--- config.mk ---
export PLATFORM = sky130hd
export DESIGN_NAME = sim_interlock
export DESIGN_NICKNAME = d
export VERILOG_FILES = /design/src/hdl/sim_pkg.sv /design/src/hdl/sim_interlock.sv
export VERILOG_INCLUDE_DIRS = /design/src /design/src/hdl
export SDC_FILE = /design/constraint.sdc
export NUM_CORES = 1
export LEC_CHECK = 0
export BUFFER_PORTS_ARGS = -buffer_cell sky130_fd_sc_hd__buf_4
export CAP_MARGIN = 20
export CORE_ASPECT_RATIO = 0.9
export CORE_UTILIZATION = 55
export DETAILED_ROUTE_END_ITERATION = 8
export GPL_ROUTABILITY_DRIVEN = 0
export PLACE_DENSITY = 0.92
export SLEW_MARGIN = 40
export SYNTH_ARGS = -nofsm -noshare
export SYNTH_HDL_FRONTEND = slang
export SYNTH_SLANG_ARGS = --single-unit
--- constraint.sdc ---
create_clock -name clock -period 5.3 [get_ports clock]
set_input_delay 0.265 -clock clock [delete_from_list [all_inputs] [get_ports clock]]
set_output_delay 0.265 -clock clock [all_outputs]
set_load 0.05 [all_outputs]
--- src/hdl/sim_defines.svh ---
`ifndef SIM_DEFINES_SVH
`define SIM_DEFINES_SVH
// register byte addresses
`define SIM_ADDR_CTRL 12'h000
`define SIM_ADDR_STATE 12'h004
`define SIM_ADDR_IRQ_STAT 12'h008
`define SIM_ADDR_IRQ_MASK 12'h00c
// control register fields
`define SIM_CTRL_RESET_BIT 0
`define SIM_CTRL_RUN_BIT 1
// interrupt event bit positions
`define SIM_EV_DOOR_CRIT 0
`define SIM_EV_HALT_CRIT 1
`define SIM_EV_DOOR_OPEN 2
`define SIM_EV_HALT 3
`define SIM_EV_CLEARED 4
`define SIM_EV_WIDTH 5
// reset values
`define SIM_IRQ_MASK_RST 5'h00
`define SIM_RUN_RST 1'b0
// status after reset: everything but critical error raised
`define SIM_STATUS_RST 6'h3e
// timing
`define SIM_CLK_HZ 10000000
`define SIM_MISMATCH_MS 2000
`define SIM_MISMATCH_CYC ((`SIM_CLK_HZ / 1000) * `SIM_MISMATCH_MS)
`define SIM_CNT_W 25
`endif

--- src/hdl/sim_pkg.sv ---
package sim_pkg;
  // axi4-lite request and answer bundles
  typedef struct packed {
    logic awvalid;
    logic [11:0] awaddr;
    logic wvalid;
    logic [31:0] wdata;
    logic [3:0] wstrb;
    logic bready;
    logic arvalid;
    logic [11:0] araddr;
    logic rready;
  } sim_axi_req_t;
  typedef struct packed {
    logic awready;
    logic wready;
    logic bvalid;
    logic [1:0] bresp;
    logic arready;
    logic rvalid;
    logic [31:0] rdata;
    logic [1:0] rresp;
  } sim_axi_rsp_t;
  // redundant pair state
  typedef enum logic [1:0] {
    SIM_PAIR_AGREE = 2'b00,
    SIM_PAIR_DIFFER = 2'b01,
    SIM_PAIR_FAULT = 2'b11
  } sim_pair_t;
  // machine outputs
  typedef struct packed {
    logic motionProhibit;
    logic programPause;
    logic safetyActive;
    logic haltStatus;
    logic haltLed;
    logic critError;
  } sim_status_t;
endpackage : sim_pkg

--- src/hdl/sim_interlock.sv ---
`timescale 1ns/100ps
`include "sim_defines.svh"
////////////////////////////////////////////////////////////////////////////////
// Functional notes
// - door pair differing two seconds or more raises critical error
// - halt pair differing two seconds or more raises critical error
// - open door pauses program and prohibits manipulator power
// - door-open and teach-mode conditions are latched when they occur
// - door and teach latches stay set while hold-clear input is open
// - closing hold-clear clears door and teach latches whose causes are gone
// - teach released with door open keeps power prohibited
// - safety-active shown while door latched, cleared after door and release close
// - active halt lights indicator and reports halt status
// - halt state held after release until reset command
module sim_interlock (
  // clock and reset
  input wire logic clock,
  input wire logic sys_rst,
  // door contacts, high means closed
  input wire logic door_channel_a_pos,
  input wire logic door_channel_b_pos,
  // halt loop contacts, high means loop closed (not pressed)
  input wire logic halt_loop_a_pos,
  input wire logic halt_loop_b_pos,
  // hold-clear input, high means closed
  input wire logic hold_clear_input_pos,
  // pendant mode selector, high while teach mode selected
  input wire logic teachMode,
  // register bus
  input wire sim_pkg::sim_axi_req_t axiReq,
  output sim_pkg::sim_axi_rsp_t axiRsp,
  // safety outputs
  output sim_pkg::sim_status_t status,
  output logic irq
);
  import sim_pkg::*;

  ////////////////////////////////////////////////////////////////////////////
  // redundant pair watchdogs
  localparam int unsigned MisCyc = `SIM_MISMATCH_CYC;
  logic [`SIM_CNT_W-1:0] doorCnt_ff, haltCnt_ff;
  logic [`SIM_CNT_W-1:0] nxt_doorCnt, nxt_haltCnt;
  logic doorCrit_ff, haltCrit_ff;
  wire doorDiffer = door_channel_a_pos ^ door_channel_b_pos;
  wire haltDiffer = halt_loop_a_pos ^ halt_loop_b_pos;
  wire doorExpire = doorDiffer && (doorCnt_ff == `SIM_CNT_W'(MisCyc - 1));
  wire haltExpire = haltDiffer && (haltCnt_ff == `SIM_CNT_W'(MisCyc - 1));
  // counters saturate; agreement restarts from zero
  assign nxt_doorCnt = !doorDiffer ? '0 : (doorExpire ? doorCnt_ff : doorCnt_ff + 1'b1);
  assign nxt_haltCnt = !haltDiffer ? '0 : (haltExpire ? haltCnt_ff : haltCnt_ff + 1'b1);
  wire doorPairOpen = !door_channel_a_pos || !door_channel_b_pos; // either open counts as open
  wire haltActive = !halt_loop_a_pos || !halt_loop_b_pos;

  ////////////////////////////////////////////////////////////////////////////
  // register state
  logic resetCmd;
  logic runReq_ff;
  logic [`SIM_EV_WIDTH-1:0] irqStat_ff, irqMask_ff, nxt_irqStat, events;
  logic doorLatch_ff, teachLatch_ff, haltLatch_ff;
  logic nxt_doorLatch, nxt_teachLatch, nxt_haltLatch;

  // watchdog flops
  always_ff @(posedge clock)
  begin
    if (sys_rst)
    begin
      doorCnt_ff <= '0;
      haltCnt_ff <= '0;
      doorCrit_ff <= 1'b0;
      haltCrit_ff <= 1'b0;
    end
    else
    begin
      doorCnt_ff <= nxt_doorCnt;
      haltCnt_ff <= nxt_haltCnt;
      doorCrit_ff <= doorExpire || (doorCrit_ff && !resetCmd);
      haltCrit_ff <= haltExpire || (haltCrit_ff && !resetCmd);
    end
  end

  ////////////////////////////////////////////////////////////////////////////
  // condition latches; set wins over any clear
  assign nxt_doorLatch = doorPairOpen || (doorLatch_ff && !hold_clear_input_pos);
  assign nxt_teachLatch = teachMode || (teachLatch_ff && !hold_clear_input_pos);
  // halt held after release until software reset command
  assign nxt_haltLatch = haltActive || (haltLatch_ff && !resetCmd);

  // door and halt latches start set, teach latch clear, so a door open at power-up shows at once
  always_ff @(posedge clock)
  begin
    if (sys_rst)
    begin
      doorLatch_ff <= 1'b1;
      teachLatch_ff <= 1'b0;
      haltLatch_ff <= 1'b1;
    end
    else
    begin
      doorLatch_ff <= nxt_doorLatch;
      teachLatch_ff <= nxt_teachLatch;
      haltLatch_ff <= nxt_haltLatch;
    end
  end

  ////////////////////////////////////////////////////////////////////////////
  // outputs, all registered
  wire critAny = doorCrit_ff || haltCrit_ff;
  sim_status_t nxt_status;
  assign nxt_status.motionProhibit = nxt_doorLatch || nxt_haltLatch || critAny;
  assign nxt_status.programPause = nxt_doorLatch || !runReq_ff;
  assign nxt_status.safetyActive = nxt_doorLatch;
  assign nxt_status.haltStatus = nxt_haltLatch;
  assign nxt_status.haltLed = nxt_haltLatch || critAny;
  assign nxt_status.critError = critAny;

  always_ff @(posedge clock)
  begin
    if (sys_rst)
      status <= `SIM_STATUS_RST;
    else
      status <= nxt_status;
  end

  ////////////////////////////////////////////////////////////////////////////
  // interrupt events: rising edges of both critical flags and of the door and halt latches (none for teach), plus the falling edge of the door latch
  logic doorCritD_ff, haltCritD_ff, doorLatchD_ff, haltLatchD_ff;
  assign events[`SIM_EV_DOOR_CRIT] = doorCrit_ff && !doorCritD_ff;
  assign events[`SIM_EV_HALT_CRIT] = haltCrit_ff && !haltCritD_ff;
  assign events[`SIM_EV_DOOR_OPEN] = doorLatch_ff && !doorLatchD_ff;
  assign events[`SIM_EV_HALT] = haltLatch_ff && !haltLatchD_ff;
  assign events[`SIM_EV_CLEARED] = !doorLatch_ff && doorLatchD_ff;

  ////////////////////////////////////////////////////////////////////////////
  // axi4-lite slave: one write and one read outstanding
  logic awHeld_ff, wHeld_ff, bValid_ff, rValid_ff;
  logic [11:0] awAddr_ff, arAddr;
  logic [31:0] wData_ff, rData_ff;
  logic [3:0] wStrb_ff;
  logic [1:0] bResp_ff, rResp_ff;
  wire awTake = axiReq.awvalid && !awHeld_ff && !bValid_ff;
  wire wTake = axiReq.wvalid && !wHeld_ff && !bValid_ff;
  wire wrFire = awHeld_ff && wHeld_ff;
  wire arTake = axiReq.arvalid && !rValid_ff;
  // low address bits ignored, same as on the write side
  assign arAddr = {axiReq.araddr[11:2], 2'b00};
  wire wrCtrl = wrFire && (awAddr_ff == `SIM_ADDR_CTRL) && wStrb_ff[0];
  wire wrStat = wrFire && (awAddr_ff == `SIM_ADDR_IRQ_STAT) && wStrb_ff[0];
  wire wrMask = wrFire && (awAddr_ff == `SIM_ADDR_IRQ_MASK) && wStrb_ff[0];
  wire wrOk = (awAddr_ff == `SIM_ADDR_CTRL) || (awAddr_ff == `SIM_ADDR_STATE)
    || (awAddr_ff == `SIM_ADDR_IRQ_STAT) || (awAddr_ff == `SIM_ADDR_IRQ_MASK);
  assign resetCmd = wrCtrl && wData_ff[`SIM_CTRL_RESET_BIT];
  // write-one-to-clear; a new event in the same cycle survives
  assign nxt_irqStat = events | (irqStat_ff & ~(wrStat ? wData_ff[`SIM_EV_WIDTH-1:0] : '0));

  // read mux, unmapped reads answer slverr with zero
  logic [31:0] rdMux;
  logic rdOk;
  wire [31:0] stateWord = {23'h0, teachLatch_ff, nxt_status.motionProhibit, haltLatch_ff,
    doorLatch_ff, haltCrit_ff, doorCrit_ff, doorPairOpen, haltActive, teachMode};
  always_comb
  begin
    rdOk = 1'b1;
    if (arAddr == `SIM_ADDR_CTRL)
      rdMux = {30'h0, runReq_ff, 1'b0};
    else if (arAddr == `SIM_ADDR_STATE)
      rdMux = stateWord;
    else if (arAddr == `SIM_ADDR_IRQ_STAT)
      rdMux = {27'h0, irqStat_ff};
    else if (arAddr == `SIM_ADDR_IRQ_MASK)
      rdMux = {27'h0, irqMask_ff};
    else
    begin
      rdMux = 32'h0;
      rdOk = 1'b0;
    end
  end

  // write channel capture and response
  always_ff @(posedge clock)
  begin
    if (sys_rst)
    begin
      awHeld_ff <= 1'b0;
      wHeld_ff <= 1'b0;
      bValid_ff <= 1'b0;
      awAddr_ff <= 12'h000;
      wData_ff <= 32'h0;
      wStrb_ff <= 4'h0;
      bResp_ff <= 2'h0;
    end
    else
    begin
      if (awTake)
      begin
        awHeld_ff <= 1'b1;
        awAddr_ff <= {axiReq.awaddr[11:2], 2'b00};
      end
      if (wTake)
      begin
        wHeld_ff <= 1'b1;
        wData_ff <= axiReq.wdata;
        wStrb_ff <= axiReq.wstrb;
      end
      if (wrFire)
      begin
        awHeld_ff <= 1'b0;
        wHeld_ff <= 1'b0;
        bValid_ff <= 1'b1;
        bResp_ff <= wrOk ? 2'b00 : 2'b10;
      end
      else if (bValid_ff && axiReq.bready)
        bValid_ff <= 1'b0;
    end
  end

  // read response
  always_ff @(posedge clock)
  begin
    if (sys_rst)
    begin
      rValid_ff <= 1'b0;
      rData_ff <= 32'h0;
      rResp_ff <= 2'h0;
    end
    else if (arTake)
    begin
      rValid_ff <= 1'b1;
      rData_ff <= rdMux;
      rResp_ff <= rdOk ? 2'b00 : 2'b10;
    end
    else if (rValid_ff && axiReq.rready)
      rValid_ff <= 1'b0;
  end

  // software registers and interrupt
  always_ff @(posedge clock)
  begin
    if (sys_rst)
    begin
      runReq_ff <= `SIM_RUN_RST;
      irqMask_ff <= `SIM_IRQ_MASK_RST;
      irqStat_ff <= '0;
      irq <= 1'b0;
      doorCritD_ff <= 1'b0;
      haltCritD_ff <= 1'b0;
      doorLatchD_ff <= 1'b1;
      haltLatchD_ff <= 1'b1;
    end
    else
    begin
      if (wrCtrl)
        runReq_ff <= wData_ff[`SIM_CTRL_RUN_BIT];
      if (wrMask)
        irqMask_ff <= wData_ff[`SIM_EV_WIDTH-1:0];
      irqStat_ff <= nxt_irqStat;
      irq <= |(nxt_irqStat & (wrMask ? wData_ff[`SIM_EV_WIDTH-1:0] : irqMask_ff));
      doorCritD_ff <= doorCrit_ff;
      haltCritD_ff <= haltCrit_ff;
      doorLatchD_ff <= doorLatch_ff;
      haltLatchD_ff <= haltLatch_ff;
    end
  end

  assign axiRsp = '{awready: !awHeld_ff && !bValid_ff, wready: !wHeld_ff && !bValid_ff,
    bvalid: bValid_ff, bresp: bResp_ff, arready: !rValid_ff, rvalid: rValid_ff,
    rdata: rData_ff, rresp: rResp_ff};
endmodule : sim_interlock

# Word-level counts from Yosys, hierarchy flattened

Index checks and enable logic that the tools add are counted.

Bits in registers: 131
Input port bits: 73
Output and inout bits: 48
Word-level logic and storage cells: 131

Add/sub/neg operators: 2
Eq/ne operators: 8
Mux-type cells: 16
Bitwise operators: 8
Reduce and logical (&&, ||, !) cells: 68

Operator list:

| operator                | number |
|---|---|
| $add A25 B1 Y25 const B | 2 |
| $eq A25 B25 Y1 const B  | 2 |
| $eq A10 B2 Y1 const B   | 4 |
| $logic_and A1 B1 Y1     | 29 |
| $logic_not A12 Y1       | 2 |
| $eq A10 B1 Y1 const B   | 2 |
| $mux W5                 | 4 |
| $mux W9                 | 2 |
| $logic_not A1 Y1        | 16 |
| $logic_or A1 B1 Y1      | 15 |
| $and A5 B5 Y5           | 2 |
| $mux W1                 | 8 |
| $reduce_or A2 Y1        | 3 |
| $not A5 Y5              | 1 |
| $or A5 B5 Y5            | 1 |
| $reduce_or A5 Y1        | 1 |
| $mux W2                 | 2 |
| $reduce_bool A2 Y1      | 2 |
| $not A1 Y1              | 2 |
| $xor A1 B1 Y1           | 2 |

# Depth between registers and ports, before layout

Gate-level depths: netlist of the first run.

Depth after elaboration: 11
Depth in mapped cells: 6
Mapped depth without buffers: 6

# Worst setup path after synthesis of the first run

OpenSTA, ideal clock, no wires.

Path kind: reg2reg
From: register awAddr_ff[7]
To: register irq
Library setup time: 120 ps
Arrival time: 1882 ps
Required time: 5180 ps
Slack: 3298 ps
Stages on the path, launching flop included: 7
Path buffers: 1
Cells stage by stage: dfxtp_1 -> nor4_1 -> and4_1 -> buf_6 -> mux2i_1 -> o22ai_1 -> o31a_1

Cells in the longest elaborated chain, start to end: 9

RTL lines:

| what                              | RTL line             | source |
|---|---|---|
| start, declared                   | sim_interlock.sv:136 | `logic [11:0] awAddr_ff, arAddr;` |
| start signal, assigned            | sim_interlock.sv:196 | `awAddr_ff <= {axiReq.awaddr[11:2], 2'b00};` |
| $eq A10 B2 Y1 (no source line)    | --                   |  |
| $logic_and A1 B1 Y1 (2 in series) | sim_interlock.sv:147 | `` wire wrStat = wrFire && (awAddr_ff == `SIM_ADDR_IRQ_STAT) && wStrb_ff[0]; `` |
| $mux W5                           | sim_interlock.sv:153 | `` assign nxt_irqStat = events \| (irqStat_ff & ~(wrStat ? wData_ff[`SIM_EV_WIDTH-1:0] : '0)); `` |
| $not A5 Y5                        | sim_interlock.sv:153 |  |
| $and A5 B5 Y5                     | sim_interlock.sv:153 |  |
| $or A5 B5 Y5                      | sim_interlock.sv:153 |  |
| $and A5 B5 Y5 *                   | sim_interlock.sv:256 | `` irq <= \|(nxt_irqStat & (wrMask ? wData_ff[`SIM_EV_WIDTH-1:0] : irqMask_ff)); `` |
| $reduce_or A5 Y1 *                | sim_interlock.sv:256 |  |
| end signal, assigned              | sim_interlock.sv:256 |  |
| end, declared                     | sim_interlock.sv:34  | `output logic irq` |

Mark *: on every way between the ends. The rest lies on a longest branch, timed or not.
A chain may end at the register's enable or synchronous reset.

# Final worst setup path of the first run

From: register haltCnt_ff[1]
To: register haltCnt_ff[1]

Cells in the longest elaborated chain, start to end: 2

RTL lines:

| what                                                                    | RTL line            | source |
|---|---|---|
| start, declared                                                         | sim_interlock.sv:41 | `` logic [`SIM_CNT_W-1:0] doorCnt_ff, haltCnt_ff; `` |
| start signal, assigned                                                  | sim_interlock.sv:75 | `haltCnt_ff <= nxt_haltCnt;` |
| parallel branches: the longest is 2 deep, another holds $add A25 B1 Y25 | --                  |  |

Several ways; the timed one is not identified.

==> results of run 1 <==
area by class of cell:
class | count | share of cell area [%]
Inverter | 22 | 1.52
Clock buffer | 9 | 2.27
Clock inverter | 7 | 1.40
Timing Repair Buffer | 61 | 8.41
Tap cell | 119 | 2.73
Multi-Input combinational cell | 412 | 44.7
Sequential cell | 106 | 39.0
power breakdown:
part / switching (mW) / internal, mW / leakage [nW]
logic: 0.113 / 0.0473 / 1.01
registers: 0.0149 / 0.812 / 0.859
clock network: 0.277 / 0.222 / 0.0962
kinds of logic after synthesis:
| group | Yosys count |
|---|---|
| flip-flops | 106 |
| adder cells (fa/ha/maj) | 4 |
| XOR/XNOR | 31 |
| other | 1 |
| buffers and inverters | 73 |
| AO/OA/AOI/OAI | 83 |
| multiplexers | 14 |
| AND/OR/NAND/NOR | 255 |
worst min-delay path by stage:
stage / startpoint / to / slack [ns] / depth (start not counted)
finish: axiReq[0] / rValid_ff$_SDFFE_PP0P_ / 0.07 / 2
global route: axiReq[0] / rValid_ff$_SDFFE_PP0P_ / 0.06 / 2
CTS: axiReq[0] / rValid_ff$_SDFFE_PP0P_ / 0.07 / 2
detailed placement: runReq_ff$_SDFFE_PP0N_ / status[4]$_SDFF_PP1_ / 0.41 / 1
global placement: runReq_ff$_SDFFE_PP0N_ / status[4]$_SDFF_PP1_ / 0.42 / 1
floorplan: sys_rst / haltCritD_ff$_SDFF_PP0_ / 0.34 / 1
worst max-delay path: stages (launching register included):
cell and delay (ns):
dfxtp_1 0.38, ha_1 0.18, nand2_1 0.35, nor4_4 0.86
mux2i_1 0.29, nor2_1 0.05
registers in the layout, summed over array words and instances (netlist names):
register,count
doorCnt_ff,25
haltCnt_ff,25
awAddr_ff,10
rData_ff,9
status,6
irqMask_ff,5
irqStat_ff,5
wData_ff,5
awHeld_ff,1
bResp_ff,1
bValid_ff,1
doorCritD_ff,1
doorCrit_ff,1
doorLatchD_ff,1
haltCritD_ff,1
haltCrit_ff,1
haltLatchD_ff,1
irq,1
rResp_ff,1
rValid_ff,1
runReq_ff,1
teachLatch_ff,1
wHeld_ff,1
wStrb_ff,1
cell usage in the layout, fill, tap and decap left out, drive strengths merged, types with 4 or more instances in the layout:
| master | instances |
|---|---|
| dfxtp | 106 |
| nor2 | 75 |
| nand2 | 63 |
| buf | 61 |
| a21oi | 47 |
| xnor2 | 29 |
| conb | 25 |
| inv | 24 |
| nor4 | 21 |
| nand4 | 14 |
| nor3 | 13 |
| mux2i | 13 |
| nand3 | 11 |
| and2 | 10 |
| clkbuf | 9 |
| o31ai | 8 |
| o21ai | 7 |
| or3 | 7 |
| or4 | 7 |
| and4 | 6 |
| nor2b | 5 |
| nor3b | 4 |
| o22ai | 4 |
| a2111o | 4 |
| ha | 4 |
stage by stage:
step	hold slack, ns	utilization, %	setup WS [ns]	power [mW]
finish	0.0693	63.6	3.06	1.49
global route	0.0589	63.6	2.90	1.55
CTS	0.0669	63.4	2.81	1.49
detailed placement	0.414	61.1	2.85	1.00
global placement	0.415	61.0	2.95	0.997
floorplan	0.338	-	3.30	0.972
per-layer routing:
layer | up-vias | share of wire, % | global-route usage (%)
met3 | 20 | 5.2 | 4.46
met1 | 1980 | 43 | 28.6
met4 | 0 | 1.9 | 8.57
met2 | 138 | 50 | 40.1
met5 | - | 0 | 0
li1 | 2019 | - | -
==> run_results.csv, run 1 <==
group,metric,value,unit
synthesis,synth_top_family_by_area,"simple AND/OR/NAND/NOR gates",
synthesis,ys.flop_type,"dfxtp_1",
route,wirelength,10300,um
synthesis,synth_fa_ha_area_share,1.03,%
synthesis,synth_seq_cells,106,
place,place_area,5230,um^2
synthesis,synth.most_common_cell,"dfxtp_1",
power_and_ir_drop,ir_worst_vdd,130,uV
floorplan,die-area,9180,um^2
global_route,gr-total-overflow,0,
synthesis,synth.avg_cell_area,8.54,um^2
synthesis,synth_compound_area_share,10.5,%
power_and_ir_drop,p_per_area,273,nW/um^2
layout,final_area,5450,um^2
critical_path,cp-endpoint,"haltCnt_ff[1]$_SDFFE_PP0N_",
layout,n_antenna_cell,0,
timing,rsz0062_at_grt,"false",
synthesis,ys_types,52,
floorplan,rows,32,
timing,clock_skew,0.0131,ns
clocking,numCtsBuffers,9,
route,vias_per_cell,5.65,
clocking,cts_tree,"done",
synthesis,synth-simple-area-share,27.6,%
route,first_iter_violations,264,
route,num_vias,4157,
layout,fill_cells,700,
global_route,grtUsageTotal,23.3,%
timing,worst_pin_slew,0.813,ns
synthesis,yosysTopAreaCellShare,43.8,%
place,io_buffers,61,
critical_path,rrSetupSlack,3.06,ns
synthesis,synthXorXnorAreaFrac,5.61,%
route,drt_pass1_iterations,5,
layout,multi_input_area,2430,um^2
run_status,status,"finished clean",
critical_path,end_kind,"flop",
clocking,worstSkewPairLatency,0.37,ns
power_and_ir_drop,p_leak,1.97,nW
synthesis,synth_largest_area_cell,"dfxtp_1",
layout,drive_gt1_share,14.7,%
synthesis,ys_seq_area_share,43.8,%
clocking,hold_buffers,0,
synthesis,syn_inst,567,
clocking,cts_buffer_depth,2,
route,ant_nets,0,
job,maxCapViolations,0,
route,drc,0,
clocking,post_cts_buffers,0,
timing,maxClockFrequency,0.446,GHz
global_route,antenna_found_initial,0,
clocking,htree_levels,3,
global_route,grt_max_degree,53,
layout,stdcell_count,736,
route,wl_per_cell,14.0,um
timing,relSlewSlack,45.4,%
synthesis,synth.area.top_cells,"dfxtp_1 44%, nor2_1 5.8%, xnor2_1 5.2%, nand2_1 4.9%, a21oi_1 4.9%",
synthesis,synthArstFlopShare,0,%
clocking,cts_root_buffer,"clkbuf_8",
critical_path,rr_worst_depth,5,
clocking,path_clk_slew,0.10,ns
timing,slew_viol_final,0,
floorplan,fp.coreArea,8570,um^2
timing,finalCriticalPeriod,2.24,ns
critical_path,critPathKind,"flop to flop",
critical_path,r2r_end,"haltCnt_ff[1]$_SDFFE_PP0N_",
place,place_hpwl,7240,um
floorplan,die_y,91,um
layout,area.sequential,2120,um^2
place,dp.cells,720,
global_route,grt_pass1_wl,17100,um
layout,syn2layout_area_growth,12.5,%
synthesis,synth.mux.area_fraction,3.15,%
critical_path,crit_path_start,"haltCnt_ff[1]$_SDFFE_PP0N_",
floorplan,ioPinCount,121,
floorplan,die_w,101,um
global_route,grt_pass1_vias,3803,
critical_path,worstPathArrival,2.49,ns
timing,fin_tns_setup,0,ns
critical_path,critPathLaunchType,"flop",
timing,fin_crit_sh,42.3,%
synthesis,syn_area,4840,um^2
layout,nNetsFinal,689,
timing,hold_violations,0,
critical_path,cp.required,5.55,ns
synthesis,yosys_warnings,0,
synthesis,synth_edf_count,0,
synthesis,synthTopCellsByCount,"106 x dfxtp_1, 75 x nor2_1, 63 x nand2_1, 47 x a21oi_1, 30 x buf_4",
critical_path,cp_max_fo,16,
critical_path,reg2reg_from,"haltCnt_ff[1]$_SDFFE_PP0N_",
floorplan,start_util,56.5,%
clocking,post_cts_resize_count,0,
timing,setup_viol,0,
clocking,cts_sinks,106,
hold_path,hold_path.class,"input pin to flop",
(Power assumes the default switching activity.)
==> inputs of run 2 (changes only) <==
--- a/config.mk
+++ b/config.mk
@@ -6,13 +6,14 @@
 export SDC_FILE = /design/constraint.sdc
 export NUM_CORES = 1
 export LEC_CHECK = 0
+export ABC_AREA = 1
 export BUFFER_PORTS_ARGS = -buffer_cell sky130_fd_sc_hd__buf_4
 export CAP_MARGIN = 20
 export CORE_ASPECT_RATIO = 0.9
-export CORE_UTILIZATION = 55
+export CORE_UTILIZATION = 49
 export DETAILED_ROUTE_END_ITERATION = 8
 export GPL_ROUTABILITY_DRIVEN = 0
-export PLACE_DENSITY = 0.92
+export PLACE_DENSITY = 0.86
 export SLEW_MARGIN = 40
 export SYNTH_ARGS = -nofsm -noshare
 export SYNTH_HDL_FRONTEND = slang
==> constraint.sdc (replaced) <==
create_clock -name clock -period 1.9 [get_ports clock]
set_input_delay 0.095 -clock clock [delete_from_list [all_inputs] [get_ports clock]]
set_output_delay 0.095 -clock clock [all_outputs]
set_load 0.05 [all_outputs]
==> run_results.csv, run 2 <==
group,metric,value,unit
clocking,cts_buffer_depth,2,
critical_path,worst_path_most_repeated_cell,"nand3_2",
synthesis,synth_edf_count,0,
power_and_ir_drop,p_per_area,746,nW/um^2
synthesis,ys_seq_area_share,39.0,%
synthesis,synth.area.top_cells,"dfxtp_1 39%, nand2_1 9.5%, nor2_1 6.1%, a21oi_1 5.7%, inv_1 5.1%",
global_route,use_met1,26.7,%
critical_path,crit_chain,"ha_1 > nand3_2 > nor2_4 > nand2_2 > nor2_2 > nand3_2 > nand3_1 > inv_1",
layout,final_common_cell,"nand2_1",
power_and_ir_drop,p_leak,2.47,nW
critical_path,critPathLaunchType,"flop",
critical_path,critPathBufInv,1,
timing,rsz0062_at_grt,"false",
critical_path,reg2reg_from,"doorCnt_ff[0]$_SDFFE_PP0N_",
global_route,grtUsageMet3,3.62,%
critical_path,end_kind,"flop",
critical_path,cp.required,2.14,ns
timing,slew_viol_final,0,
job,maxCapViolations,0,
synthesis,synth_fa_ha_area_share,0.920,%
global_route,grtUsageTotal,22.1,%
synthesis,synth_seq_cells,106,
synthesis,ys.flop_type,"dfxtp_1",
layout,fill_cells,942,
route,drc,0,
floorplan,ioPinCount,121,
layout,nNetsFinal,892,
place,io_buffers,61,
timing,setup_viol,0,
global_route,grt_pass1_wl,20500,um
hold_path,worstHoldStart,"axiReq[63]",
hold_path,min_path_cells,3,
clocking,cts_sinks,106,
global_route,grt_pass1_vias,4634,
clocking,path_clk_slew,0.07,ns
floorplan,die_w,113,um
layout,drive_gt1_share,18.3,%
place,place_hpwl,9060,um
critical_path,cp_top_family,"simple AND/OR/NAND/NOR gates",
power_and_ir_drop,ir_worst_vdd,460,uV
critical_path,crit_path_top_delay_cell,"dfxtp_1",
route,num_vias,5073,
synthesis,synth.mux.area_fraction,0,%
run_status,status,"finished, violations left",
clocking,cts_tree,"done",
timing,relSlewSlack,64.7,%
floorplan,rows,36,
layout,n_antenna_cell,0,
route,drt_pass1_iterations,6,
timing,clock_skew,0.00909,ns
hold_path,whs_endpoint,"awAddr_ff[11]$_SDFFE_PP0P_",
synthesis,synth.most_common_cell,"nand2_1",
layout,stdcell_count,953,
clocking,post_cts_resize_count,0,
timing,hold_violations,1,
place,dp.cells,933,
global_route,busiest_layer,"met2",
synthesis,synth.avg_cell_area,7.27,um^2
layout,final_cell_mix,"138 x nand2_1, 106 x dfxtp_1, 88 x nor2_1",
critical_path,critPathKind,"flop to flop",
route,ant_nets,0,
synthesis,yosysTopAreaCellShare,39.0,%
layout,syn2layout_area_growth,15.5,%
synthesis,synth-simple-area-share,35.5,%
synthesis,synth_top_family_by_area,"simple AND/OR/NAND/NOR gates",
synthesis,synth_compound_area_share,11.2,%
clocking,htree_levels,3,
synthesis,synthTopCellsByCount,"138 x nand2_1, 106 x dfxtp_1, 88 x nor2_1, 74 x inv_1, 62 x a21oi_1",
global_route,grt_max_degree,32,
critical_path,cp_max_fo,7,
run_status,violations,"negative hold slack",
floorplan,start_util,50.3,%
synthesis,syn_area,5440,um^2
synthesis,ys_types,47,
clocking,cts_root_buffer,"clkbuf_16",
clocking,post_cts_buffers,0,
hold_path,hold_path.class,"input pin to flop",
synthesis,synthXorXnorAreaFrac,2.41,%
global_route,grt_util_met2,39.5,%
floorplan,fp.coreArea,10800,um^2
synthesis,yosys_warnings,0,
clocking,hold_buffers,4,
route,first_iter_violations,597,
route,wl_per_cell,13.0,um
synthesis,syn_inst,748,
timing,maxClockFrequency,0.579,GHz
timing,holdWs,-0.000721,ns
timing,fin_crit_sh,90.9,%
global_route,gr-total-overflow,0,
layout,final_area,6290,um^2
timing,finalCriticalPeriod,1.73,ns
route,wirelength,12400,um
global_route,antenna_found_initial,0,
synthesis,synthArstFlopShare,0,%
critical_path,rr_worst_depth,8,
route,vias_per_cell,5.32,
critical_path,rrSetupSlack,0.17,ns
timing,fin_tns_setup,0,ns
timing,worst_pin_slew,0.524,ns
critical_path,worstPathArrival,1.97,ns
clocking,numCtsBuffers,9,
place,place_area,5950,um^2
floorplan,die_y,102,um
layout,reg.largest.list,"doorCnt_ff x25, haltCnt_ff x25, awAddr_ff x10",
synthesis,synth_largest_area_cell,"dfxtp_1",
floorplan,die-area,11500,um^2
critical_path,max_stage_delay,0.40,ns
critical_path,r2r_end,"doorCnt_ff[8]$_SDFFE_PP0N_",
clocking,worstSkewPairLatency,0.35,ns
-- run 2: cell count changes in the layout (fill, tap and decap cells not counted), moves of 14 or more --
cell,before,now
a21oi_1,47,62
inv_1,22,74
nand2_1,61,138
nand3_1,11,47
nor4_1,17,3
o21ai_0,7,23
xnor2_1,29,5
-- run 2: per-stage QoR --
| step | setup WS, ns | util [%] | total power, mW |
|---|---|---|---|
| after floorplan | 0.141 | - | 2.76 |
| after global placement | 0.277 | 55.0 | 2.86 |
| after detailed placement | 0.236 | 55.0 | 2.87 |
| after CTS | 0.203 | 58.2 | 4.70 |
| after global routing | 0.0906 | 58.2 | 4.84 |
| final | 0.174 | 58.2 | 4.69 |
-- run 2: area by class of cell --
cell class / count / area, um^2 / share of cell area (%)
clock buffers: 11 / 253 / 4.02
inverters: 86 / 323 / 5.13
multi-input cells: 539 / 2820 / 44.9
flip-flops and latches: 106 / 2120 / 33.8
well taps: 133 / 166 / 2.65
clock inverters: 5 / 43.8 / 0.697
repair buffers: 73 / 558 / 8.88
-- run 2: worst register-to-register path, cell delays in order, from the launching register on --
cell and delay [ns]:
dfxtp_1 0.40, ha_1 0.28, nand3_2 0.14, nor2_4 0.21, nand2_2 0.13, nor2_2 0.13
nand3_2 0.17, nand3_1 0.12, inv_1 0.05
-- run 2: metal layers --
layer | part of all wire, % | up-vias | wire [um]
met4 | 2.8 | 0 | 352
li1 | - | 2528 | -
met1 | 44 | 2302 | 5460
met5 | 0 | - | 0
met2 | 47 | 207 | 5830
met3 | 6.4 | 36 | 793
-- run 2: how the worst max path moves through the flow --
stage | from | slack [ns] | end | cells after the start
2_1_floorplan | awHeld_ff$_SDFFE_PP0P_ | 0.14 | awAddr_ff[10]$_SDFFE_PP0P_ | 5
3_3_place_gp | doorCnt_ff[0]$_SDFFE_PP0N_ | 0.28 | doorCnt_ff[8]$_SDFFE_PP0N_ | 8
3_5_place_dp | doorCnt_ff[0]$_SDFFE_PP0N_ | 0.24 | doorCnt_ff[8]$_SDFFE_PP0N_ | 8
4_1_cts | doorCnt_ff[0]$_SDFFE_PP0N_ | 0.20 | doorCnt_ff[8]$_SDFFE_PP0N_ | 8
5_1_grt | doorCnt_ff[0]$_SDFFE_PP0N_ | 0.09 | doorCnt_ff[8]$_SDFFE_PP0N_ | 8
6_report | doorCnt_ff[0]$_SDFFE_PP0N_ | 0.17 | doorCnt_ff[8]$_SDFFE_PP0N_ | 8
-- run 2: cell families after synthesis --
logic type      Yosys count
buf+inv                 127
flops                   106
other cells               1
compound gates          114
simple gates            381
xor+xnor                 15
fa+ha+maj                 4
-- run 2: report_power, final --
part	total, mW	internal (mW)	switching [mW]	leakage (nW)
Sequential	2.32	2.27	0.0430	0.860
Combinational	0.513	0.152	0.361	1.47
Clock	1.86	0.981	0.877	0.141
==> inputs of run 3 (changes only) <==
==> constraint.sdc (replaced) <==
create_clock -name clock -period 1.9 [get_ports clock]
set_input_delay 0.19 -clock clock [delete_from_list [all_inputs] [get_ports clock]]
set_output_delay 0.19 -clock clock [all_outputs]
set_load 0.05 [all_outputs]
==> run_results.csv, run 3 (synthesis gave the netlist of run 2 again) <==
group,metric,value,unit
run_status,status,"finished clean",
route,wirelength,12100,um
power_and_ir_drop,p_clk_share,42.7,%
global_route,grtUsageTotal,21.4,%
clocking,cts_tree,"done",
global_route,grt_pass1_wl,20100,um
clocking,path_clk_slew,0.08,ns
critical_path,critPathKind,"flop to flop",
floorplan,fp.coreArea,10800,um^2
critical_path,cp_max_fo,7,
clocking,cts_root_buffer,"clkbuf_16",
timing,setup_viol,0,
layout,nNetsFinal,888,
clocking,worstSkewPairLatency,0.34,ns
route,drt_pass1_iterations,5,
hold_path,hold_path.class,"input pin to flop",
clocking,post_cts_buffers,0,
clocking,numCtsBuffers,9,
layout,reg.largest.list,"doorCnt_ff x25, haltCnt_ff x25, awAddr_ff x10",
timing,fin_tns_setup,0,ns
layout,stdcell_count,949,
clocking,hold_buffers,0,
global_route,gr-total-overflow,0,
clocking,cts_buffer_depth,2,
power_and_ir_drop,intPower,3.62,mW
timing,fin_crit_sh,85.9,%
critical_path,critPathLaunchType,"flop",
layout,multi_input_area,2820,um^2
floorplan,die-area,11500,um^2
clocking,cts_sinks,106,
place,pre_cts_ws,0.320,ns
route,first_iter_violations,384,
route,ant_nets,0,
route,wl_per_cell,12.7,um
power_and_ir_drop,power_frac_comb,10.3,%
floorplan,ioPinCount,121,
global_route,grt_max_degree,32,
layout,n_antenna_cell,0,
critical_path,rr_worst_depth,7,
layout,drive_gt1_share,18.4,%
route,num_vias,4968,
power_and_ir_drop,p_switching,1.31,mW
place,dp.cells,933,
clocking,post_cts_resize_count,0,
place,place_hpwl,8810,um
layout,syn2layout_area_growth,15.7,%
route,vias_per_cell,5.23,
floorplan,die_y,102,um
timing,clock_skew,0.00786,ns
critical_path,worstPathArrival,1.90,ns
layout,fill_cells,933,
critical_path,cp.required,2.17,ns
layout,area.sequential,2120,um^2
layout,final_cell_mix,"138 x nand2_1, 106 x dfxtp_1, 88 x nor2_1",
hold_path,min_path_cells,3,
floorplan,start_util,50.3,%
global_route,antenna_found_initial,0,
timing,rsz0062_at_grt,"false",
clocking,htree_levels,3,
power_and_ir_drop,ir_worst_vdd,543,uV
route,drc,0,
layout,final_common_cell,"nand2_1",
timing,holdWs,0.0906,ns
power_and_ir_drop,seq_power_share,47.0,%
floorplan,die_w,113,um
job,maxCapViolations,0,
timing,hold_violations,0,
global_route,grt_pass1_vias,4478,
floorplan,rows,36,
place,io_buffers,61,
power_and_ir_drop,p_leak,2.48,nW
critical_path,end_kind,"flop",
power_and_ir_drop,p_sw_share,26.6,%
timing,maxClockFrequency,0.612,GHz
timing,setup_slack,0.267,ns
timing,slew_viol_final,0,
timing,finalCriticalPeriod,1.63,ns
power_and_ir_drop,p_per_area,782,nW/um^2
[run 3: cell types whose count changed in the layout (fill, tap and decap cells not counted), sizes merged]
cell,previous run,this run
bufinv,0,2
clkbuf,11,9
clkinv,3,4
clkinvlp,2,1
dlygate4sd3,4,0
[run 3: final timing paths]
path	from	endpoint	slack [ns]
setup / recovery	doorCnt_ff[0]$_SDFFE_PP0N_	doorCnt_ff[2]$_SDFFE_PP0N_	0.27
hold / removal	axiReq[60]	awAddr_ff[8]$_SDFFE_PP0P_	0.09
setup reg to reg	doorCnt_ff[0]$_SDFFE_PP0N_	doorCnt_ff[2]$_SDFFE_PP0N_	0.27
hold reg to reg	teachLatch_ff$_SDFF_PP0_	rData_ff[8]$_SDFFE_PP0P_	0.47
[run 3: stage by stage]
step / instance area [um^2] / utilization (%) / power (mW)
after CTS: 6290 / 58.2 / 4.95
after global routing: 6290 / 58.2 / 5.10
final: 6290 / 58.2 / 4.92
after global placement: 5950 / 55.0 / 2.86
after detailed placement: 5950 / 55.0 / 2.87
after floorplan: 5530 / - / 2.76
[run 3: critical path, cell delays in order (launching register included)]
cell,delay (ns)
dfxtp_1,0.40
ha_1,0.22
nand3_2,0.11
nor2_4,0.20
nand2_2,0.12
nor2_2,0.13
nand3_2,0.17
a21oi_1,0.20
[run 3: metal layers]
metal | up-vias | wire length (um) | global-route usage [%] | share of wire (%)
met4 | 0 | 273 | 8.40 | 2.3
met3 | 30 | 688 | 4.09 | 5.7
met5 | - | 0 | 0 | 0
met2 | 173 | 5670 | 36.0 | 47
li1 | 2525 | - | - | -
met1 | 2240 | 5460 | 27.5 | 45
[run 3: area by class of cell]
type | instances | share of cell area, %
multi-input combinational | 539 | 44.8
sequential | 106 | 33.7
timing repair buffer | 69 | 8.23
inverter | 86 | 5.13
clock buffer | 9 | 3.58
tap | 133 | 2.64
clock inverter | 7 | 1.87
[run 3: power by group through the flow]
stage          clock network, mW  logic, mW  registers (mW)
2_1_floorplan                  0      0.387            2.37
3_3_place_gp                   0      0.496            2.37
3_5_place_dp                   0      0.503            2.37
4_1_cts                     2.13      0.507            2.31
5_1_grt                     2.23      0.552            2.32
6_report                    2.10      0.506            2.31
